==> config.mk <==
export PLATFORM = sky130hd
export DESIGN_NAME = ipmr_readback
export DESIGN_NICKNAME = d
export VERILOG_FILES = /design/src/hw/ipmr_pkg.sv /design/src/hw/ipmr_readback.sv /design/src/hw/ipmr_capture.sv
export VERILOG_INCLUDE_DIRS = /design/src /design/src/hw
export SDC_FILE = /design/constraint.sdc
export NUM_CORES = 1
export LEC_CHECK = 0
export ABC_CLOCK_PERIOD_IN_PS = 1900
export BUFFER_PORTS_ARGS = -buffer_cell sky130_fd_sc_hd__buf_2
export CAP_MARGIN = 10
export CORE_MARGIN = 3
export CORE_UTILIZATION = 52
export CTS_BUF_LIST = sky130_fd_sc_hd__clkbuf_16
export CTS_CLUSTER_SIZE = 24
export DETAILED_ROUTE_END_ITERATION = 8
export PLACE_DENSITY = 0.78
export SKIP_LAST_GASP = 1
export SYNTH_ARGS = -nofsm -noshare
export SYNTH_HDL_FRONTEND = slang
export SYNTH_SLANG_ARGS = --single-unit
==> constraint.sdc <==
create_clock -name pclk -period 1.9 [get_ports pclk]
set_input_delay 0.19 -clock pclk [delete_from_list [all_inputs] [get_ports pclk]]
set_output_delay 0.19 -clock pclk [all_outputs]
set_load 0.005 [all_outputs]
==> src/hw/ipmr_cfg.svh <==
// Register indices, field positions and reset values of the packet readback bank.
`ifndef IPMR_CFG_SVH
`define IPMR_CFG_SVH

// Register indices; the APB byte address is four times the index.
`define IPMR_IDX_TXT01    8'ha2
`define IPMR_IDX_TXT02    8'ha3
`define IPMR_IDX_TXT03    8'ha4
`define IPMR_IDX_TXT04    8'ha5
`define IPMR_IDX_TXT05    8'ha6
`define IPMR_IDX_FLAGS_A  8'ha7
`define IPMR_IDX_TXT06    8'ha8
`define IPMR_IDX_TXT07    8'ha9
`define IPMR_IDX_TXT08    8'haa
`define IPMR_IDX_TXT09    8'hab
`define IPMR_IDX_TXT10    8'hac
`define IPMR_IDX_TXT11    8'had
`define IPMR_IDX_TXT12    8'hae
`define IPMR_IDX_FLAGS_B  8'haf
`define IPMR_IDX_TXT13    8'hb0
`define IPMR_IDX_TXT14    8'hb1
`define IPMR_IDX_TXT15    8'hb2
`define IPMR_IDX_TXT16    8'hb3
`define IPMR_IDX_CLASS    8'hb4
`define IPMR_IDX_FLAGS_C  8'hb7
`define IPMR_IDX_RATE_VER 8'hb8
`define IPMR_IDX_RATE_B0  8'hb9
`define IPMR_IDX_RATE_B1  8'hba
`define IPMR_IDX_RATE_B2  8'hbb
`define IPMR_IDX_RATE_B3  8'hbc
`define IPMR_IDX_RATE_STS 8'hbd
`define IPMR_IDX_INT_STS  8'he0
`define IPMR_IDX_INT_MASK 8'he1

// Packet byte counts and field positions.
`define IPMR_PROD_BYTES   17
`define IPMR_RATE_BYTES   6
`define IPMR_CHAR_MSB     6
`define IPMR_FLAG_MSB     6
`define IPMR_REPEAT_BIT   4
`define IPMR_INT_BITS     2
`define IPMR_INT_PROD     0
`define IPMR_INT_RATE     1

// Reset values.
`define IPMR_RST_BYTE     8'h00
`define IPMR_RST_WORD     32'h0000_0000
`define IPMR_RST_INT      2'h0

`endif

==> src/hw/ipmr_pkg.sv <==
// Types shared by the packet readback bank.
package ipmr_pkg;

  // APB slave phase, one-hot.
  typedef enum logic [1:0] {
    IPMR_IDLE   = 2'b01,
    IPMR_ACCESS = 2'b10
  } ipmr_apb_state_type;

endpackage : ipmr_pkg

==> src/hw/ipmr_readback.sv <==
// APB readback bank for product description and video rate packets.
//
// The implementer's own choice: the APB slave port.
`timescale 1ns/1ps
`include "ipmr_cfg.svh"

module ipmr_readback
  import ipmr_pkg::*;
(
  input  wire logic        pclk,
  input  wire logic        presetn,
  input  wire logic        psel,
  input  wire logic        penable,
  input  wire logic        pwrite,
  input  wire logic [11:0] paddr,
  input  wire logic [31:0] pwdata,
  input  wire logic [3:0]  pstrb,
  output logic      [31:0] prdata,
  output logic             pready,
  output logic             pslverr,
  output logic             irq,
  input  wire logic        prod_load,
  input  wire logic [127:0] prod_text,
  input  wire logic [7:0]  prod_class,
  input  wire logic        rate_load,
  input  wire logic [7:0]  rate_version,
  input  wire logic [31:0] rate_value,
  input  wire logic        repeat_field_flag,
  input  wire logic [6:0]  new_data_flags
);

  // ***************************************************************
  // Captured packet contents
  // ***************************************************************

  logic [`IPMR_PROD_BYTES*8-1:0] prod_q;
  logic [`IPMR_RATE_BYTES*8-1:0] rate_q;
  logic [`IPMR_RATE_BYTES*8-1:0] rate_din;
  logic [`IPMR_FLAG_MSB:0]       flags_r;
  logic [7:0]                    sts_byte;

  // Only the repeat bit of the status byte carries information.
  always_comb begin
    sts_byte                   = `IPMR_RST_BYTE;
    sts_byte[`IPMR_REPEAT_BIT] = repeat_field_flag;
  end

  // The rate packet is stored as version, four rate bytes, status byte.
  assign rate_din = {sts_byte, rate_value, rate_version};

  // Only the receiver strobes load these; APB has no path into them.
  ipmr_capture #(
    .NB      (`IPMR_PROD_BYTES)
  ) u_prod (
    .pclk    (pclk),
    .presetn (presetn),
    .load    (prod_load),
    .din     ({prod_class, prod_text}),
    .q       (prod_q)
  );

  ipmr_capture #(
    .NB      (`IPMR_RATE_BYTES)
  ) u_rate (
    .pclk    (pclk),
    .presetn (presetn),
    .load    (rate_load),
    .din     (rate_din),
    .q       (rate_q)
  );

  // New-data flags come from receiver logic on this clock, so one register
  // is enough; it keeps the read path short.
  always_ff @(posedge pclk or negedge presetn) begin
    if (!presetn) begin
      flags_r <= '0;
    end else begin
      flags_r <= new_data_flags;
    end
  end

  // ***************************************************************
  // APB decode
  // ***************************************************************

  ipmr_apb_state_type apb_state_r;
  logic [7:0]         idx;
  logic               setup;
  logic               in_range;
  logic               wr_take;
  logic               rd_hit;
  logic [31:0]        rd_nxt;

  assign idx      = paddr[9:2];
  assign in_range = (paddr[11:10] == 2'b00) && (paddr[1:0] == 2'b00);
  assign setup    = psel && !penable && (apb_state_r == IPMR_IDLE);
  assign wr_take  = psel && penable && pwrite && pready;

  // The slave answers in the first access cycle: pready rises at the setup
  // edge, together with the read data, and stands for exactly one cycle.
  always_ff @(posedge pclk or negedge presetn) begin
    if (!presetn) begin
      apb_state_r <= IPMR_IDLE;
    end else begin
      case (apb_state_r)
        IPMR_IDLE: begin
          if (setup) begin
            apb_state_r <= IPMR_ACCESS;
          end
        end
        IPMR_ACCESS: begin
          apb_state_r <= IPMR_IDLE;
        end
        default: begin
          apb_state_r <= IPMR_IDLE;
        end
      endcase
    end
  end

  // ***************************************************************
  // Interrupt status and mask
  // ***************************************************************

  logic [`IPMR_INT_BITS-1:0] int_sts_r;
  logic [`IPMR_INT_BITS-1:0] int_mask_r;
  logic [`IPMR_INT_BITS-1:0] int_set;
  logic [`IPMR_INT_BITS-1:0] int_clr;
  logic                      wr_sts;
  logic                      wr_mask;

  assign int_set[`IPMR_INT_PROD] = prod_load;
  assign int_set[`IPMR_INT_RATE] = rate_load;
  assign wr_sts  = wr_take && in_range && (idx == `IPMR_IDX_INT_STS) && pstrb[0];
  assign wr_mask = wr_take && in_range && (idx == `IPMR_IDX_INT_MASK) && pstrb[0];
  assign int_clr = wr_sts ? pwdata[`IPMR_INT_BITS-1:0] : '0;

  // Sticky capture events; a new capture in the clearing cycle survives
  // because set is ORed in after the clear.
  always_ff @(posedge pclk or negedge presetn) begin
    if (!presetn) begin
      int_sts_r <= `IPMR_RST_INT;
    end else begin
      int_sts_r <= (int_sts_r & ~int_clr) | int_set;
    end
  end

  // Mask register: a one lets the matching status bit reach irq.
  always_ff @(posedge pclk or negedge presetn) begin
    if (!presetn) begin
      int_mask_r <= `IPMR_RST_INT;
    end else if (wr_mask) begin
      int_mask_r <= pwdata[`IPMR_INT_BITS-1:0];
    end
  end

  // Registered level output; it trails the status by one cycle.
  always_ff @(posedge pclk or negedge presetn) begin
    if (!presetn) begin
      irq <= 1'b0;
    end else begin
      irq <= |(int_sts_r & int_mask_r);
    end
  end

  // ***************************************************************
  // Read multiplexer
  // ***************************************************************

  // Text characters are 7-bit codes; bit 7 always reads zero.
  function automatic logic [31:0] chr(input int k);
    chr = {25'h0, prod_q[k*8 +: (`IPMR_CHAR_MSB + 1)]};
  endfunction : chr

  // Byte-wide registers sit in the low lanes and the rest reads zero.
  always_comb begin
    rd_nxt = `IPMR_RST_WORD;
    rd_hit = in_range;
    case (idx)
      `IPMR_IDX_TXT01:    rd_nxt = chr(0);
      `IPMR_IDX_TXT02:    rd_nxt = chr(1);
      `IPMR_IDX_TXT03:    rd_nxt = chr(2);
      `IPMR_IDX_TXT04:    rd_nxt = chr(3);
      `IPMR_IDX_TXT05:    rd_nxt = chr(4);
      `IPMR_IDX_TXT06:    rd_nxt = chr(5);
      `IPMR_IDX_TXT07:    rd_nxt = chr(6);
      `IPMR_IDX_TXT08:    rd_nxt = chr(7);
      `IPMR_IDX_TXT09:    rd_nxt = chr(8);
      `IPMR_IDX_TXT10:    rd_nxt = chr(9);
      `IPMR_IDX_TXT11:    rd_nxt = chr(10);
      `IPMR_IDX_TXT12:    rd_nxt = chr(11);
      `IPMR_IDX_TXT13:    rd_nxt = chr(12);
      `IPMR_IDX_TXT14:    rd_nxt = chr(13);
      `IPMR_IDX_TXT15:    rd_nxt = chr(14);
      `IPMR_IDX_TXT16:    rd_nxt = chr(15);
      `IPMR_IDX_FLAGS_A,
      `IPMR_IDX_FLAGS_B,
      `IPMR_IDX_FLAGS_C:  rd_nxt = {25'h0, flags_r};
      `IPMR_IDX_CLASS:    rd_nxt = {24'h0, prod_q[128 +: 8]};
      `IPMR_IDX_RATE_VER: rd_nxt = {24'h0, rate_q[0 +: 8]};
      `IPMR_IDX_RATE_B0:  rd_nxt = {24'h0, rate_q[8 +: 8]};
      `IPMR_IDX_RATE_B1:  rd_nxt = {24'h0, rate_q[16 +: 8]};
      `IPMR_IDX_RATE_B2:  rd_nxt = {24'h0, rate_q[24 +: 8]};
      `IPMR_IDX_RATE_B3:  rd_nxt = {24'h0, rate_q[32 +: 8]};
      `IPMR_IDX_RATE_STS: rd_nxt = {24'h0, rate_q[40 +: 8]};
      `IPMR_IDX_INT_STS:  rd_nxt = {30'h0, int_sts_r};
      `IPMR_IDX_INT_MASK: rd_nxt = {30'h0, int_mask_r};
      default:            rd_hit = 1'b0;
    endcase
    if (!rd_hit) begin
      rd_nxt = `IPMR_RST_WORD;
    end
  end

  // ***************************************************************
  // APB answer registers
  // ***************************************************************

  // pready pulses for one cycle after each setup cycle.
  always_ff @(posedge pclk or negedge presetn) begin
    if (!presetn) begin
      pready <= 1'b0;
    end else begin
      pready <= setup;
    end
  end

  // Read data is sampled at the setup edge; writes return zero data.
  // Writes to packet registers are accepted without error but dropped.
  always_ff @(posedge pclk or negedge presetn) begin
    if (!presetn) begin
      prdata <= `IPMR_RST_WORD;
    end else if (setup) begin
      prdata <= pwrite ? `IPMR_RST_WORD : rd_nxt;
    end else if (pready) begin
      prdata <= `IPMR_RST_WORD;
    end
  end

  // Unmapped or misaligned addresses answer with an error, so software
  // finds a bad pointer instead of reading silent zeros.
  always_ff @(posedge pclk or negedge presetn) begin
    if (!presetn) begin
      pslverr <= 1'b0;
    end else begin
      pslverr <= setup && !rd_hit;
    end
  end

  // ***************************************************************
  // Assertions
  // ***************************************************************

  rd_char_one_a : assert property (
    @(posedge pclk) disable iff (!presetn)
    (setup && !pwrite && paddr == {2'b00, `IPMR_IDX_TXT01, 2'b00})
    |=> pready && prdata == {25'h0, $past(prod_q[6:0])})
    else $error("First product character read back wrong.");

  rd_char_last_a : assert property (
    @(posedge pclk) disable iff (!presetn)
    (setup && !pwrite && paddr == {2'b00, `IPMR_IDX_TXT16, 2'b00})
    |=> pready && prdata == {25'h0, $past(prod_q[120 +: 7])})
    else $error("Last product character read back wrong.");

  rd_char_six_a : assert property (
    @(posedge pclk) disable iff (!presetn)
    (setup && !pwrite && paddr == {2'b00, `IPMR_IDX_TXT06, 2'b00})
    |=> prdata == {25'h0, $past(prod_q[40 +: 7])})
    else $error("Sixth product character read back wrong.");

  rd_flag_byte_a : assert property (
    @(posedge pclk) disable iff (!presetn)
    (setup && !pwrite && (paddr == {2'b00, `IPMR_IDX_FLAGS_B, 2'b00}))
    |=> !pslverr && prdata == {25'h0, $past(new_data_flags, 2)})
    else $error("New-data flag byte read back wrong.");

  rd_class_code_a : assert property (
    @(posedge pclk) disable iff (!presetn)
    (setup && !pwrite && paddr == {2'b00, `IPMR_IDX_CLASS, 2'b00})
    |=> prdata == {24'h0, $past(prod_q[128 +: 8])})
    else $error("Source class code read back wrong.");

  // Shadow of the last rate packet, built from the inputs alone, so the
  // rate checks hold at any distance between capture and read.
  logic [31:0] chk_rate_r;
  logic        chk_repeat_r;

  always_ff @(posedge pclk or negedge presetn) begin
    if (!presetn) begin
      chk_rate_r   <= `IPMR_RST_WORD;
      chk_repeat_r <= 1'b0;
    end else if (rate_load) begin
      chk_rate_r   <= rate_value;
      chk_repeat_r <= repeat_field_flag;
    end
  end

  rd_rate_high_a : assert property (
    @(posedge pclk) disable iff (!presetn)
    (setup && !pwrite && paddr == {2'b00, `IPMR_IDX_RATE_B3, 2'b00})
    |=> prdata == {24'h0, $past(chk_rate_r[31:24])})
    else $error("Rate high byte does not match captured value.");

  rd_rate_low_a : assert property (
    @(posedge pclk) disable iff (!presetn)
    (setup && !pwrite && paddr == {2'b00, `IPMR_IDX_RATE_B0, 2'b00})
    |=> prdata == {24'h0, $past(chk_rate_r[7:0])})
    else $error("Rate low byte does not match captured value.");

  rd_repeat_bit_a : assert property (
    @(posedge pclk) disable iff (!presetn)
    (setup && !pwrite && paddr == {2'b00, `IPMR_IDX_RATE_STS, 2'b00})
    |=> prdata == {27'h0, $past(chk_repeat_r), 4'h0})
    else $error("Repeat field bit does not match captured value.");

  bad_addr_err_a : assert property (
    @(posedge pclk) disable iff (!presetn)
    (setup && (paddr[1:0] != 2'b00 || paddr[11:10] != 2'b00)) |=> pready && pslverr)
    else $error("Misaligned or out-of-range address answered without error.");

  err_zero_data_a : assert property (
    @(posedge pclk) disable iff (!presetn)
    pslverr |-> pready && prdata == `IPMR_RST_WORD)
    else $error("Error answer came without ready or with data.");

  ro_hold_a : assert property (
    @(posedge pclk) disable iff (!presetn)
    (!prod_load && !rate_load) |=> $stable(prod_q) && $stable(rate_q))
    else $error("Packet contents changed without a capture.");

  apb_ready_once_a : assert property (
    @(posedge pclk) disable iff (!presetn)
    setup |=> pready ##1 !pready)
    else $error("pready did not pulse for exactly one cycle.");

  irq_follow_a : assert property (
    @(posedge pclk) disable iff (!presetn)
    ##1 irq == |($past(int_sts_r) & $past(int_mask_r)))
    else $error("irq does not follow masked status.");

  int_set_win_a : assert property (
    @(posedge pclk) disable iff (!presetn)
    prod_load |=> int_sts_r[`IPMR_INT_PROD])
    else $error("Capture event lost against a clear.");

endmodule : ipmr_readback

==> src/hw/ipmr_capture.sv <==
// Byte-wide packet holding registers loaded by a capture strobe.
`timescale 1ns/1ps
`include "ipmr_cfg.svh"

module ipmr_capture
  import ipmr_pkg::*;
#(
  parameter int NB = 1
) (
  input  wire logic            pclk,
  input  wire logic            presetn,
  input  wire logic            load,
  input  wire logic [NB*8-1:0] din,
  output logic      [NB*8-1:0] q
);

  // ***************************************************************
  // Storage
  // ***************************************************************

  // Each byte only follows the receiver on a capture strobe, so a packet
  // is always seen whole and never half old, half new.
  genvar gi;
  generate
    for (gi = 0; gi < NB; gi++) begin : g_byte
      always_ff @(posedge pclk or negedge presetn) begin
        if (!presetn) begin
          q[gi*8 +: 8] <= `IPMR_RST_BYTE;
        end else if (load) begin
          q[gi*8 +: 8] <= din[gi*8 +: 8];
        end
      end
    end
  endgenerate

endmodule : ipmr_capture

==> After elaboration in Yosys (flattened, before gate mapping) <==
Cells that the tools add are included.
{ "classes": {"order_cmp": 0, "n_div": 0, "bitwise_logic": 4, "n_shift": 0, "n_mul": 0, "n_addsub": 0, "n_eq_ne": 30, "muxes": 9, "n_reduce_logical": 20} }
{ "op_table": {"columns": ["op", "count"], "rows": [
  ["== test 8 bit, second input constant", 28],
  ["one-hot mux 8 bit (26 select lines)", 1],
  ["2-to-1 mux 32 bit", 4],
  ["OR reduction 28 bit", 1],
  ["logical AND 1 bit", 12],
  ["2-to-1 mux 2 bit", 3],
  ["AND 2 bit", 2],
  ["zero test 2 bit", 2],
  ["OR reduction 3 bit", 1],
  ["== test 2 x 1 -> 1 bit, second input constant", 1],
  ["zero test 1 bit", 2],
  ["!= test 2 bit, second input constant", 1],
  ["inverter 2 bit", 1],
  ["OR 2 bit", 1],
  ["nonzero test 2 bit", 1],
  ["OR reduction 2 bit", 1],
  ["2-to-1 mux 1 bit", 1]
]} }
{ "totals": {"rom_bits": 0, "ram_bits": 0, "output_inout_bits": 35, "mem_count": 0, "ff_bits": 209, "inputBits": 239, "elab_cells": 94, "latchBits": 0} }

==> Depth between registers and ports, before layout <==
{ "depth": {"word_depth": 10, "ltp_mapped": 8, "mapped_depth_nobuf": 6} }

==> Hierarchy <==
From an unflattened synthesis, not the netlist that was laid out.
{ "hier_totals": {"cells_unflattened": 782, "hier_area_um2": 10137.2} }
{ "modules_own_cells": {"columns": ["module", "seq_area_each_um2", "cells_per_inst", "instances", "area_per_inst_um2"], "rows": [
  ["ipmr_capture (u_prod)", 3403.3, 287, 1, 5197.5],
  ["ipmr_readback", 601.8, 394, 1, 3079.2],
  ["ipmr_capture (u_rate)", 1201.2, 101, 1, 1860.5]
]} }

==> Worst setup path before layout <==
No wires, ideal clock.
{ "synth_timing": {"path_kind": "input -> register", "startpoint": "in paddr[11]", "endpoint": "reg int_mask_r[0]", "path_buffers": 0, "setup_ns": 0.127, "t_arrival_ns": 1.587, "required_ns": 1.773, "stages": 3, "path_slack_ns": 0.185, "path_cell_list": "or4_4 > or4_1 > mux2_1"} }
{ "synth_via": {"elab_chain_len": 5} }
{ "synth_rtl": {"columns": ["element", "line", "text"], "rows": [
  ["from (decl)", "ipmr_readback.sv:15", "input wire logic [11:0] paddr,"],
  ["zero test 2 bit", "ipmr_readback.sv:95", "assign in_range = (paddr[11:10] == 2'b00) && (paddr[1:0] == 2'b00);"],
  ["logical AND 1 bit", "ipmr_readback.sv:95", null],
  ["logical AND 1 bit (3 in a row)", "ipmr_readback.sv:135", "assign wr_mask = wr_take && in_range && (idx == `IPMR_IDX_INT_MASK) && pstrb[0];"],
  ["to (signal assigned)", "ipmr_readback.sv:151", "int_mask_r <= `IPMR_RST_INT;"],
  ["to (signal assigned)", "ipmr_readback.sv:153", "int_mask_r <= pwdata[`IPMR_INT_BITS-1:0];"],
  ["to (decl)", "ipmr_readback.sv:126", "logic [`IPMR_INT_BITS-1:0] int_mask_r;"]
]} }
No other way between the ends.
A chain may end at the register's enable or synchronous reset.

==> Worst setup path in the final report <==
{ "layout_timing": {"startpoint": "reg u_prod.q[22]", "endpoint": "reg prdata[6]"} }
{ "layout_via": {"elab_chain_len": 4} }
{ "layout_rtl": {"columns": ["element", "line", "text"], "rows": [
  ["from (decl)", "ipmr_capture.sv:14", "output logic [NB*8-1:0] q"],
  ["from (signal, indexed assignment)", "ipmr_capture.sv:28", "q[gi*8 +: 8] <= `IPMR_RST_BYTE;"],
  ["from (signal, indexed assignment)", "ipmr_capture.sv:30", "q[gi*8 +: 8] <= din[gi*8 +: 8];"],
  ["one-hot mux 8 bit (26 select lines)", "ipmr_readback.sv:179", "case (idx)"],
  ["2-to-1 mux 32 bit", "ipmr_readback.sv:210", "if (!rd_hit) begin"],
  ["2-to-1 mux 32 bit", "ipmr_readback.sv:234", "prdata <= pwrite ? `IPMR_RST_WORD : rd_nxt;"],
  ["2-to-1 mux 32 bit", "ipmr_readback.sv:233", "end else if (setup) begin"],
  ["to (signal assigned)", "ipmr_readback.sv:232", "prdata <= `IPMR_RST_WORD;"],
  ["to (signal assigned)", "ipmr_readback.sv:234", null],
  ["to (signal assigned)", "ipmr_readback.sv:236", "prdata <= `IPMR_RST_WORD;"],
  ["to (decl)", "ipmr_readback.sv:18", "output logic [31:0] prdata,"]
]} }
No other way between the ends.

==> run_results.csv <==
group,metric,value,unit
finish,diodes,0,
clock_network,root_buffer,"clkbuf_16",
sta,timing.final.crit_share,94.1,%
finish,layout-drive-gt1-share,44.5,%
sta,hold_viol,0,
yosys,synth-simple-area-share,9.55,%
grt,grt_max_degree,53,
finish,final_design_area_no_fill,0.0127,sq mm
yosys,syn_area,0.00891,sq mm
detailed_routing,drc,0,
sta,skew,0.0108,ns
floorplanning,coreArea,0.0167,sq mm
setup_path,startpoint_type,"register",
sta,clock.fmax,559,MHz
sta,slew-limit-headroom,65.7,%
clock_network,cts_tree,"done",
grt,grt_overflow_total,0,
sta,worst_pin_slew,0.501,ns
yosys,synth-edff-count,0,
sta,finalSetupTns,0,ns
yosys,yosysSeqAreaShare,52.0,%
clock_network,cts_sinks,185,
yosys,synthTopCellsByArea,"dfrtp_1, mux2_2, buf_4",
placement,place_congestion,0.955,
finish,multi_input_area,0.00396,sq mm
yosys,synthTopCellsByCount,"dfrtp_1, mux2_2, nand3_1",
grt,use_met3,8.31,%
clock_network,clock_path_buffers,2,
setup_path,crit_arrival,2.07,ns
setup_path,crit_required,2.18,ns
floorplanning,start_util,53.3,%
power,finalPower,0.00981,W
sta,hold_ws,0.0111,ns
clock_network,numCtsBuffers,17,
grt,grt_pass1_wl,45400,um
floorplanning,top_level_ports,274,
detailed_routing,finalWirelength,30100,um
finish,nFillCells,1041,
power,p_leak,5.67,nW
clock_network,h-tree-depth,4,
placement,placed_area,0.0106,sq mm
grt,grt.met1_usage,40.8,%
finish,area_delta_synth_final,43.1,%
yosys,ys_ff_latch,185,
detailed_routing,ant_nets,0,
yosys,synth.distinct_cells,71,
yosys,synth.most_common_cell,"dfrtp_1",
grt,grt.busiest_layer,"met2",
setup_path,reg2reg_setup_slack,0.11,ns
floorplanning,rows,47,
yosys,async_flop_share,100,%
floorplanning,dieHeight,137,um
sta,finalSetupViolCount,0,
clock_network,path_clk_slew,0.07,ns
yosys,syn_avg_cell_area,12.6,sq um
setup_path,critical_path_class,"register to register",
yosys,synthMuxAreaShare,25.2,%
floorplanning,die_width,137,um
yosys,synth_top_area_share,51.7,%
yosys,synth_fa_ha_area_share,0,%
sta,timing.final.max_slew_violations,0,
finish,layout.cells.non_filler,1338,
finish,seqCellArea,0.00463,sq mm
power,irDropWorstVdd,0.755,mV
grt,grt_pass1_vias,8318,
sta,min_period,1.79,ns
setup_path,endpoint_kind,"register",
finish,final_nets,1345,
yosys,synth_top_family_by_area,"multiplexers",
detailed_routing,num_vias,7824,
detailed_routing,drt-wirelength-per-cell,22.5,um
job,max-cap-violations,0,
yosys,synth_compound_area_share,8.47,%
power,power.density,770,mW/mm^2
yosys,ys.flop_type,"dfrtp_1",
yosys,yosysWarningCount,0,
setup_path,path_max_fanout,2,
grt,met2_usage,54.2,%
yosys,synth_area_leader_cell,"dfrtp_1",
detailed_routing,vias_per_cell,5.85,
clock_network,clock_latency,0.43,ns
yosys,synthCells,705,
detailed_routing,initialDrtViolationCount,738,
detailed_routing,dr.pass1.iters,7,
sta,rsz0062_at_grt,"false",
run_status,run_status,"finished clean",
yosys,synth_xor_area_share,0,%
placement,dpl.hpwl,19500,um
floorplanning,die_area,0.0187,sq mm
placement,io_buffers,200,
grt,antenna_found_initial,0,
clock_network,cts_setup_buffers,0,
hold_path,min_path_type,"input pin to register",
grt,track_usage,32.7,%
placement,dp.cells,1157,
report_power, final:
part / switching, W / internal [W]
Clock: 0.00162 / 0.00208
Sequential: 0.000234 / 0.00429
Combinational: 0.000684 / 0.000908
Total: 0.00254 / 0.00728
path summary, 6_finish.rpt:
| path | from | end | depth (start not counted) |
|---|---|---|---|
| worst min register to register | prdata[7] | prdata[7] | 2 |
| worst max register to register | u_prod.q[22] | prdata[6] | 5 |
| min in group asynchronous | presetn | u_prod.q[109] | 2 |
| worst min-delay path | prod_text[97] | u_prod.q[97] | 2 |
| max in group asynchronous | presetn | u_rate.q[33] | 3 |
| worst max-delay path | u_prod.q[22] | prdata[6] | 5 |
worst max-delay path, cell delays in order, from the launching register on:
cell and delay, ns:
dfrtp_1 0.40, mux4_2 0.47, nand4_1 0.11, nand2_1 0.06, a2111oi_0 0.41, a32oi_1 0.18
kinds of logic after synthesis:
logic type / count (synthesis)
AO/OA/AOI/OAI: 99
buffers and inverters: 82
flip-flops: 185
multiplexers: 197
other: 1
AND/OR/NAND/NOR: 141
final cells by class:
class	count	area share (%)
clock buffer	17	3.34
clock inverter	14	1.34
multi-input combinational	461	31.1
inverter	6	0.177
timing repair buffer	435	25.6
tap	220	2.16
sequential	185	36.3
placed cells by master (no fill, tap or decap), types with 5 or more instances in the layout:
cell type      count
buf_12             9
mux2i_1           17
dfrtp_1          184
nor2_1             6
conb_1            24
buf_2            198
nor2b_1            6
dlygate4sd3_1    150
o21ai_0            8
a22oi_1            9
buf_4             77
nand3_1           31
nand3b_1           5
nand4_1           10
nor4_1             7
nand2_1           25
a32o_1             7
mux2_2           172
and2_1             6
a211o_1            5
a32oi_1           13
inv_1              6
a21oi_1           14
nand2b_1           5
clkbuf_16         17
and3_1             8
per-stage QoR:
stage	worst slack, ns	utilization [%]
after floorplan	0.185	-
after global placement	-0.0404	63.7
after detailed placement	-0.0386	63.7
after CTS	0.0653	75.7
after global routing	0.0123	76.3
final	0.112	76.3
state kept, by name (all words and copies together) (netlist names):
signal	flops
int_sts_r	2
prdata	8
u_prod.q	120
pslverr	1
u_rate.q	41
irq	1
pready	1
flags_r	7
apb_state_r	2
int_mask_r	2
repair_timing:
action,CTS,global route
setup endpoints to repair,0,1
hold buffers,141,9
resized for setup,0,1
endpoints found under the hold margin,186,9
per-layer routing:
| layer | vias up | wire length, um |
|---|---|---|
| met2 | 426 | 15100 |
| met1 | 3903 | 11500 |
| met3 | 94 | 2310 |
| met5 | - | 0 |
| met4 | 0 | 1210 |
| li1 | 3401 | - |
No activity file was read; power rests on OpenSTA's default activity.
